File: src/pkg/fwg_pkg.sv
// Constants, types and register map for the flash write and erase guard.
// Assumes an APB master in the pclk domain and a flash array behind simple strobes.
//
// Summary of operation
// - Program clears bits; erase sets whole page 0xff
// - Time operations internally, stall core until done
// - Key 0xa5 then 0xf1 arms operations
// - Wrong key value or order locks out
// - Operation attempted unarmed locks out until reset
// - Key relocks after every operation
// - Store write enable steers moves to flash
// - Erase enable write erases whole page
// - Writes need write enable; erase needs both
// - Select bit picks byte or two-byte mode
// - Byte mode programs after each move write
// - Even byte then odd; program after odd
// - Block program takes byte program time
// - Move reads go to RAM, never flash
// - Lock byte complement counts locked pages
// - Lock page locked when lock byte not ones
// - Debug port limited to unlocked pages
// - Unlocked code: no locked pages or unlock
// - Locked code: all but lock erase, reserved; code also refuses lock byte writes that set bits
// - Forbidden access raises flash error reset
// - Error flag reads one after error reset
// - Write above user space raises error reset
package fwg_pkg;

  // ==========================================================
  // Register map
  localparam logic [11:0] ADDR_KEY     = 12'h000;
  localparam logic [11:0] ADDR_STORE   = 12'h004;
  localparam logic [11:0] ADDR_FETCH   = 12'h008;
  localparam logic [11:0] ADDR_RST_SRC = 12'h00c;
  localparam logic [11:0] ADDR_STATUS  = 12'h010;

  localparam int STORE_WE_BIT  = 0;
  localparam int STORE_EE_BIT  = 1;
  localparam int FETCH_TWO_BIT = 5;
  localparam int RST_FERR_BIT  = 6;

  // ==========================================================
  // Flash geometry and constants
  localparam logic [7:0]  KEY_FIRST   = 8'ha5;
  localparam logic [7:0]  KEY_SECOND  = 8'hf1;
  localparam logic [7:0]  ERASED_BYTE = 8'hff;
  localparam int          PAGE_BITS   = 9;
  localparam logic [15:0] USER_TOP    = 16'h7dff;
  localparam logic [15:0] LOCK_ADDR   = 16'h7dff;
  localparam logic [6:0]  LOCK_PAGE   = 7'h3e;

  // ==========================================================
  // Timing
  localparam int CLK_HZ        = 25_000_000;
  localparam int WRITE_TIME_NS = 1000;
  localparam int ERASE_TIME_US = 20;
  localparam int WRITE_CYCLES  = (WRITE_TIME_NS * (CLK_HZ / 1_000_000) + 999) / 1000;
  localparam int ERASE_CYCLES  = ERASE_TIME_US * (CLK_HZ / 1_000_000);
  localparam int TIMER_W       = 16;

  typedef enum logic [3:0] {
    KEY_IDLE    = 4'b0001,
    KEY_FIRSTSN = 4'b0010,
    KEY_ARMED   = 4'b0100,
    KEY_LOCKOUT = 4'b1000
  } fwg_key_type;

  typedef enum logic [2:0] {
    OP_IDLE  = 3'b001,
    OP_PROG  = 3'b010,
    OP_ERASE = 3'b100
  } fwg_op_type;

  // Request from the core or debug port
  typedef struct packed {
    logic        valid;
    logic        write;
    logic        code_read;
    logic [15:0] addr;
    logic [7:0]  data;
  } fwg_req_type;

  // Command to the flash array
  typedef struct packed {
    logic        prog;
    logic        erase;
    logic        two;
    logic [15:0] addr;
    logic [15:0] data;
  } fwg_flash_type;

  typedef struct packed {
    fwg_key_type   key;
    fwg_op_type    op;
    logic [TIMER_W-1:0] timer;
    logic          store_we;
    logic          store_ee;
    logic          two_sel;
    logic          even_held;
    logic [7:0]    even_data;
    logic          ferr_flag;
    logic          ferr_reset;
    logic          ram_wr;
    fwg_flash_type flash;
    logic [31:0]   prdata;
  } fwg_state_type;

endpackage

File: src/design/fwg_guard.sv
// Flash write and erase guard: key machine, operation sequencer, page security.
// Assumes flash array acts on one-cycle strobes and the core honours the stall.
//
// Implementation choices: the APB register port and the register addresses.
`timescale 1ns/1ns
module fwg_guard
(
  input  wire logic                  pclk,
  input  wire logic                  presetn,
  input  wire logic                  psel,
  input  wire logic                  penable,
  input  wire logic                  pwrite,
  input  wire logic [11:0]           paddr,
  input  wire logic [31:0]           pwdata,
  output logic [31:0]                prdata,
  output logic                       pready,
  output logic                       pslverr,
  input  wire fwg_pkg::fwg_req_type  core_req,
  input  wire logic [15:0]           core_pc,
  input  wire fwg_pkg::fwg_req_type  dbg_req,
  input  wire logic                  dbg_device_erase,
  input  wire logic [7:0]            lock_byte,
  input  wire logic                  ferr_seen_at_boot,
  output logic                       core_stall,
  output logic                       ram_write,
  output logic                       ram_read,
  output logic                       flash_read,
  output logic                       dbg_refused,
  output logic                       ferr_reset,
  output fwg_pkg::fwg_flash_type     flash_cmd
);

  // ==========================================================
  // Security decode
  fwg_pkg::fwg_state_type s_reg;
  fwg_pkg::fwg_state_type s_next;
  localparam int TIMER_W = fwg_pkg::TIMER_W;
  logic [7:0] locked_n;
  logic       lockp_locked;
  logic       pc_locked;
  logic [6:0] tgt_page;
  logic       tgt_reserved;
  logic       tgt_lockpage;
  logic       tgt_locked;
  logic       fw_allowed;
  logic       dbg_allowed;
  logic       op_erase;
  logic       bus_wr;
  logic       bus_rd;
  logic       flash_wr;

  // Full 8-bit page count, so a count above 127 still locks every page
  assign locked_n     = ~lock_byte;
  assign lockp_locked = (lock_byte != fwg_pkg::ERASED_BYTE);
  assign pc_locked    = ({1'b0, core_pc[15:fwg_pkg::PAGE_BITS]} < locked_n);
  assign tgt_page     = core_req.addr[15:fwg_pkg::PAGE_BITS];
  assign tgt_reserved = (core_req.addr > fwg_pkg::USER_TOP);
  assign tgt_lockpage = (tgt_page == fwg_pkg::LOCK_PAGE);
  assign tgt_locked   = tgt_lockpage ? lockp_locked : ({1'b0, tgt_page} < locked_n);
  assign op_erase     = s_reg.store_ee;
  assign flash_wr     = core_req.valid && core_req.write && s_reg.store_we;

  // Firmware access check
  always_comb
  begin
    fw_allowed = 1'b1;
    if (tgt_reserved)
      fw_allowed = 1'b0;
    else if (tgt_lockpage && flash_wr && op_erase)
      fw_allowed = 1'b0;
    else if (tgt_lockpage && flash_wr && core_req.addr == fwg_pkg::LOCK_ADDR
             && (core_req.data & ~lock_byte) != 8'h00)
      fw_allowed = 1'b0;
    else if (tgt_lockpage && !(core_req.code_read && core_req.addr == fwg_pkg::LOCK_ADDR))
      fw_allowed = pc_locked || !lockp_locked;
    else if (tgt_locked && !tgt_lockpage)
      fw_allowed = pc_locked;
  end

  // Debug port check
  always_comb
  begin
    logic [6:0] dpage;
    dpage = dbg_req.addr[15:fwg_pkg::PAGE_BITS];
    dbg_allowed = 1'b1;
    if (dbg_req.addr > fwg_pkg::USER_TOP)
      dbg_allowed = 1'b0;
    else if (!dbg_req.write && dbg_req.addr == fwg_pkg::LOCK_ADDR)
      dbg_allowed = 1'b1;
    else if (dbg_req.write && dbg_req.addr == fwg_pkg::LOCK_ADDR
             && (dbg_req.data & ~lock_byte) == 8'h00)
      dbg_allowed = 1'b1;
    else if (dpage == fwg_pkg::LOCK_PAGE)
      dbg_allowed = !lockp_locked;
    else if ({1'b0, dpage} < locked_n)
      dbg_allowed = 1'b0;
  end

  assign bus_wr = psel && penable && pwrite;
  assign bus_rd = psel && !pwrite;

  // ==========================================================
  // Next state
  always_comb
  begin
    s_next = s_reg;
    s_next.flash.prog  = 1'b0;
    s_next.flash.erase = 1'b0;
    s_next.ferr_reset  = 1'b0;
    s_next.ram_wr      = 1'b0;
    if (bus_wr && paddr == fwg_pkg::ADDR_STORE)
    begin
      s_next.store_we = pwdata[fwg_pkg::STORE_WE_BIT];
      s_next.store_ee = pwdata[fwg_pkg::STORE_EE_BIT];
    end
    if (bus_wr && paddr == fwg_pkg::ADDR_FETCH)
      s_next.two_sel = pwdata[fwg_pkg::FETCH_TWO_BIT];
    if (bus_wr && paddr == fwg_pkg::ADDR_RST_SRC && !pwdata[fwg_pkg::RST_FERR_BIT])
      s_next.ferr_flag = 1'b0;
    if (ferr_seen_at_boot)
      s_next.ferr_flag = 1'b1;
    if (bus_wr && paddr == fwg_pkg::ADDR_KEY)
    begin
      case (s_reg.key)
        fwg_pkg::KEY_IDLE:
          s_next.key = (pwdata[7:0] == fwg_pkg::KEY_FIRST) ?
                       fwg_pkg::KEY_FIRSTSN : fwg_pkg::KEY_LOCKOUT;
        fwg_pkg::KEY_FIRSTSN:
          s_next.key = (pwdata[7:0] == fwg_pkg::KEY_SECOND) ?
                       fwg_pkg::KEY_ARMED : fwg_pkg::KEY_LOCKOUT;
        fwg_pkg::KEY_ARMED:
          s_next.key = fwg_pkg::KEY_LOCKOUT;
        fwg_pkg::KEY_LOCKOUT:
          s_next.key = fwg_pkg::KEY_LOCKOUT;
        default:
          s_next.key = fwg_pkg::KEY_LOCKOUT;
      endcase
    end
    if (bus_rd)
    begin
      case (paddr)
        fwg_pkg::ADDR_STORE:  s_next.prdata = 32'({s_reg.store_ee, s_reg.store_we});
        fwg_pkg::ADDR_FETCH:  s_next.prdata = 32'(s_reg.two_sel) << fwg_pkg::FETCH_TWO_BIT;
        fwg_pkg::ADDR_RST_SRC: s_next.prdata = 32'(s_reg.ferr_flag) << fwg_pkg::RST_FERR_BIT;
        fwg_pkg::ADDR_STATUS: s_next.prdata = 32'({s_reg.op, s_reg.key});
        default:              s_next.prdata = 32'h0000_0000;
      endcase
    end
    if (core_req.valid && core_req.write && !s_reg.store_we)
      s_next.ram_wr = 1'b1;
    case (s_reg.op)
      fwg_pkg::OP_IDLE:
      begin
        if (core_req.valid && !fw_allowed && (flash_wr || core_req.code_read))
        begin
          s_next.ferr_reset = 1'b1;
          s_next.ferr_flag  = 1'b1;
        end
        else if (flash_wr && s_reg.key != fwg_pkg::KEY_ARMED)
          s_next.key = fwg_pkg::KEY_LOCKOUT;
        else if (flash_wr)
        begin
          s_next.flash.addr = core_req.addr;
          if (s_reg.store_ee)
          begin
            s_next.key         = fwg_pkg::KEY_IDLE;
            s_next.flash.erase = 1'b1;
            s_next.flash.two   = 1'b0;
            s_next.flash.data  = {2{fwg_pkg::ERASED_BYTE}};
            s_next.op          = fwg_pkg::OP_ERASE;
            s_next.timer       = TIMER_W'(fwg_pkg::ERASE_CYCLES);
          end
          else if (s_reg.two_sel && !core_req.addr[0])
          begin
            s_next.key       = fwg_pkg::KEY_IDLE;
            s_next.even_held = 1'b1;
            s_next.even_data = core_req.data;
          end
          else
          begin
            s_next.key        = fwg_pkg::KEY_IDLE;
            s_next.flash.prog = 1'b1;
            s_next.flash.two  = s_reg.two_sel && s_reg.even_held;
            s_next.flash.data = {core_req.data,
                                 s_reg.two_sel ? s_reg.even_data : fwg_pkg::ERASED_BYTE};
            s_next.even_held  = 1'b0;
            s_next.op         = fwg_pkg::OP_PROG;
            s_next.timer      = TIMER_W'(fwg_pkg::WRITE_CYCLES);
          end
        end
      end
      fwg_pkg::OP_PROG, fwg_pkg::OP_ERASE:
      begin
        s_next.timer = s_reg.timer - 1'b1;
        if (s_reg.timer == TIMER_W'(1))
          s_next.op = fwg_pkg::OP_IDLE;
      end
      default:
        s_next.op = fwg_pkg::OP_IDLE;
    endcase
  end

  always_ff @(posedge pclk or negedge presetn)
  begin
    if (!presetn)
    begin
      s_reg       <= '0;
      s_reg.key   <= fwg_pkg::KEY_IDLE;
      s_reg.op    <= fwg_pkg::OP_IDLE;
    end
    else
    begin
      s_reg <= s_next;
    end
  end

  // ==========================================================
  // Outputs
  assign prdata      = s_reg.prdata;
  assign pready      = 1'b1;
  assign pslverr     = 1'b0;
  assign core_stall  = (s_reg.op != fwg_pkg::OP_IDLE);
  assign ram_write   = s_reg.ram_wr;
  assign ram_read    = core_req.valid && !core_req.write && !core_req.code_read;
  assign flash_read  = core_req.valid && core_req.code_read && fw_allowed;
  assign dbg_refused = dbg_req.valid && !dbg_allowed && !dbg_device_erase;
  assign ferr_reset  = s_reg.ferr_reset;
  assign flash_cmd   = s_reg.flash;
endmodule

File: config.mk
export PLATFORM = sky130hd
export DESIGN_NAME = fwg_guard
export DESIGN_NICKNAME = d
export VERILOG_FILES = /design/src/pkg/fwg_pkg.sv /design/src/design/fwg_guard.sv
export SDC_FILE = /design/constraint.sdc
export NUM_CORES = 1
export LEC_CHECK = 0
export ABC_AREA = 1
export CORE_UTILIZATION = 50
export CTS_CLUSTER_DIAMETER = 120
export DETAILED_ROUTE_END_ITERATION = 6
export DONT_BUFFER_PORTS = 1
export GPL_TIMING_DRIVEN = 0
export PLACE_DENSITY = 0.68
export SLEW_MARGIN = 20
export SYNTH_ARGS = -nofsm -noshare
export SYNTH_HDL_FRONTEND = slang
export SYNTH_SLANG_ARGS = --single-unit
export TNS_END_PERCENT = 10
File: constraint.sdc
create_clock -name pclk -period 1.5 [get_ports pclk]
set_input_delay 0.225 -clock pclk [delete_from_list [all_inputs] [get_ports pclk]]
set_output_delay 0.225 -clock pclk [all_outputs]
set_load 0.005 [all_outputs]
# == After elaboration in Yosys (flattened, before gate mapping) ==
# Cells that the tools add are included.
# Widths: inputs -> output; s select.
# classes
bitwise,6
magnitude_cmp,5
reduce_logical,58
n_eq_ne,25
addsub,1
n_mux,44
# op_table
cell,n
$mux 35,4
$mux 19,3
$mux 23,2
$eq 16x15->1 const B,2
$gt 16x15->1 const B,2
$logic_and 1x1->1,32
$mux 16,2
$pmux 16 s2,1
$pmux 7 s4,1
$eq 12x4->1 const B,2
$lt 7x8->1,3
$mux 1,20
$mux 4,5
$reduce_and 5->1,4
$and 8x8->8,2
$eq 16x1->1 const B,1
$eq 8x8->1 const B,2
$sub 16x1->16 const B,1
$eq 7x6->1 const B,2
$logic_not 1->1,13
$eq 12x3->1 const B,1
$eq 12x5->1 const B,1
$logic_not 12->1,1
$ne 2x2->1 const B,5
23 further kinds,27
# word_totals
input_bits,129
word_cells,156
reg_bits,105
out_inout_bits,75

# == Longest topological paths before layout ==
# depth
word_depth,14
mapped_depth,16
ltp_nobuf,15

# == Least setup slack after synthesis ==
# No wires, ideal clock.
# synth_timing
path_type,reg-to-reg
start,register s_reg[98] (netlist name)
end,register s_reg[77] (netlist name)
setup_slack_ps,-158
stages_incl_launch_ff,9
t_arrival_ps,1541
n_path_buf,1
period_less_slack_ps,1658
required_time_ps,1383
setup_time_ps,117
cell_sequence,dfstp_2 > inv_1 > nor2_2 > inv_1 > nor2_1 > nand3_4 > buf_6 > nand2_1 > o21ai_2
# synth_between
elab_chain_len,2
# synth_lines
element,line_no,text
start: declaration,fwg_guard.sv:35,fwg_pkg::fwg_state_type s_reg;
start signal: assignment,fwg_guard.sv:213,s_reg <= s_next;
$eq 3x1->1,fwg_guard.sv:151,case (s_reg.op)
$reduce_and 6->1 (no source line),-,
# Every way passes these cells.
# A chain may end at the register's enable or synchronous reset.

# == Final worst setup path ==
# layout_timing
start,register s_reg[81] (netlist name)
end,output port flash_read
# layout_between
elab_chain_len,8
elab_cells_between_ends,9
classes_between,mux: 3; reduce/logical: 6
# layout_lines
element,line_no,text
$logic_and 1x1->1 (*),fwg_guard.sv:61,assign flash_wr = core_req.valid && core_req.write && s_reg.store_we;
$logic_and 1x1->1 (*),"fwg_guard.sv:69, fwg_guard.sv:71",
$logic_and 1x1->1,fwg_guard.sv:71,else if (tgt_lockpage && flash_wr && core_req.addr == fwg_pkg::LOCK_ADDR
$logic_and 1x1->1,fwg_guard.sv:72,&& (core_req.data & ~lock_byte) != 8'h00)
$mux 1,fwg_guard.sv:71,
$mux 1 (*),fwg_guard.sv:69,else if (tgt_lockpage && flash_wr && op_erase)
$mux 1 (*),fwg_guard.sv:67,if (tgt_reserved)
$logic_and 1x1->1 (*),fwg_guard.sv:225,assign flash_read = core_req.valid && core_req.code_read && fw_allowed;
end: declaration,fwg_guard.sv:27,"output logic flash_read,"
# Mark *: on every way between the ends. The rest lies on a longest branch, timed or not.

==> run_results.csv <==
group,metric,value,unit
logic_synthesis,yosysTopAreaCellShare,0.3738,
global_routing,grt_max_degree,81,
drt,routed_wirelength,13660,um
drt,avgViaCountPerCell,5.139,
finish,nets,925,
logic_synthesis,ys.flop_type,"dfrtp_1",
sta,finClkSkew,0.005955,ns
sta,worst_slew_pin_slew,0.5951,ns
cts,cts.sinks,80,
drt,first_pass_iters,4,
setup_path,cpLargestDelayFamily,"simple AND/OR/NAND/NOR gates",
sta,slew_headroom,0.6033,
logic_synthesis,avgSynthCellArea,7.417,um2
placement,port-buffer-count,0,
logic_synthesis,ys_warn_count,0,
logic_synthesis,synth_async_sr_flop_share,1.000,
sta,fmax,0.5871,GHz
sta,layout_worst_path_cycle_share,1.136,
finish,design_area,0.006374,mm2
drt,drc,0,
finish,drive_gt1_frac,0.2292,
logic_synthesis,yosys.area.top_type,"dfrtp_1",
hold_path,hold_path.class,"primary input to asynchronous set/reset pin",
logic_synthesis,synthCells,704,
floorplanning,fp.dieW,104.2,um
setup_path,cpMaxStageDelayCell,"dfrtp_1",
logic_synthesis,synthMostInstantiatedCell,"nand2_1",
setup_path,rr_worst_depth,13,
placement,placed_cell_area,0.005614,mm2
setup_path,start_kind,"flop",
sta,setup_ws,-0.2034,ns
setup_path,crit_buf_inv,0,
sta,rsz0062_at_grt,"yes",
sta,tns,-9.085,ns
run_status,violations,"hold timing, setup timing",
logic_synthesis,synthTopCellsByArea,"dfrtp_1, nand2_1, buf_4",
sta,setup_viol,69,
setup_path,crit_arrival,1.48,ns
setup_path,worstPathRequired,1.27,ns
global_routing,grt_first_pass_wirelength,22600,um
run,cap_violations,0,
logic_synthesis,netlist_area,0.005221,mm2
placement,post-place-ws,-0.3706,ns
cts,clk_pin_slew_worst_paths,0.09,ns
sta,slew_violations,0,
setup_path,regToRegEndpoint,"s_reg[84]",
setup_path,path_max_fanout,3,
drt,drtIter0Drc,193,
run_status,status,"finished with violations",
logic_synthesis,yosys_register_bits,80,
placement,dpl.cell_count,862,
sta,final-hold-violation-count,80,
floorplanning,rows,36,
logic_synthesis,yosysUniqueCellTypes,41,
setup_path,ff2ff_setup_slack,-0.19,ns
power,cellLeakagePower,3.204,nW
power,pwr_density_cell,687.1,mW/mm2
global_routing,grt_pass1_vias,4626,
setup_path,cp_common_cell,"nor2_2",
cts,cts_made_buffers,9,
floorplanning,die_area,0.01086,mm2
global_routing,grt_usage,0.2622,
setup_path,worst_path_largest_cell_delay,0.42,ns
finish,layoutNonFillerInstCount,914,
sta,period_needed,1.703,ns
power,peakVddDrop,0.4570,mV
floorplanning,io_pins,204,
finish,finish.utilization,0.6403,
cts,cts-root-buf,"clkbuf_8",
sta,hold_slack,-0.4481,ns
setup_path,crit_type,"flop to output port",
floorplanning,chipHeight,104.2,um
floorplanning,coreArea,0.009955,mm2
drt,via_count,4697,
setup_path,path_cells,"nand3_4 -> nor2_2 -> nand3_1 -> nand2_1 -> nor2_2 -> nand2_2 -> nor3_4",
cts,cts_tree,"done",
logic_synthesis,ys_seq_area_frac,0.3839,
cts,clockBufferDepth,2,
cts,clk_latency,0.36,ns
finish,antenna_cells,0,
global_routing,antenna_found_initial,0,
global_routing,grt_remaining_overflow,0,
placement,routabilityCongestion,0.8479,
setup_path,r2r-start,"s_reg[81]",
placement,hpwl,9947,um
setup_path,cp-end-kind,"output port",
logic_synthesis,synth-edff-count,0,
finish,area_growth,22.07,%
floorplanning,start_util,0.5245,
logic_synthesis,synth_commonest_cells,"nand2_1, nor2_1, dfrtp_1",
drt,ant_nets,0,
cts,htreeDepth,3,
drt,wl_per_cell,14.95,um
## how the worst max path moves through the flow
stage	start	end	slack [ns]	cells after the start
floorplan	s_reg[82]	s_reg[96]	-0.03	10
global placement	s_reg[98]	s_reg[89]	-0.32	6
detailed placement	s_reg[98]	s_reg[88]	-0.37	6
CTS	s_reg[81]	flash_read	-0.22	7
global route	s_reg[81]	s_reg[82]	-0.33	13
finish	s_reg[81]	flash_read	-0.20	7
## metal layers
layer	routed length, um	global-route usage
met5	0	0
met3	896	0.06078
met1	5684	0.3228
met4	304	0.09082
met2	6778	0.4495
## cell type report
class	count	area, um2
clock inverters	6	92.59
repair buffers	35	350.3
fillers	902	3581
flip-flops and latches	80	2006
clock buffers	10	127.6
plain buffers	83	645.6
well taps	133	166.4
multi-input cells	490	2689
inverters	77	296.5
## power breakdown
part           internal (mW)  leakage [nW]  switching, mW
Clock                  0.947         0.103          0.876
Sequential              2.16          1.01        0.00299
Combinational          0.204          2.09          0.191
Total                   3.31          3.20           1.07
## cell families after synthesis
logic type	Yosys count	share of synthesized area
compound gates	74	0.08435
fa+ha+maj	20	0.04793
mux	1	0.002157
buf+inv	160	0.1728
flops	80	0.3839
other cells	2	0.001438
xor+xnor	6	0.01007
simple gates	361	0.2974
## repair_timing
item,in CTS,in global routing
endpoints found under the setup margin,65,70
setup buffers,7,3
pin swaps,8,4
endpoints found under the hold margin,101,81
cloned,1,2
gates resized for setup,36,11
hold buffers,22,1
## stage by stage
step / total power, mW / hold WS (ns)
2_1_floorplan: 2.463 / -0.07059
3_3_place_gp: 2.497 / -0.06804
6_report: 4.379 / -0.4481
3_5_place_dp: 2.508 / -0.06792
4_1_cts: 4.377 / -0.4587
5_1_grt: 4.550 / -0.4702
## cell usage in the layout, fill, tap and decap left out, types with 3 or more instances in the layout
master         instances
nand3_4                3
clkbuf_8               9
ha_1                  14
or2_2                  5
dlygate4sd3_1         23
o31ai_1                4
clkbuf_2               3
xor2_1                 3
nor3_2                 3
nor4_1                 4
o21ai_0               11
nor2_1                73
nor3_1                 8
o21ai_2                9
nor2_4                 5
buf_6                  5
nand2_2                6
inv_1                 65
conb_1                27
xnor2_1                3
ha_4                   6
nand3_2                3
o21ai_1               25
inv_2                 10
buf_4                 82
nand4_1               12
nor2_2                 4
o22ai_1                4
nand2_1              185
a21oi_1               10
dfrtp_1               77
nand3_1               40
Note: power is estimated with default switching activity, not from simulation.
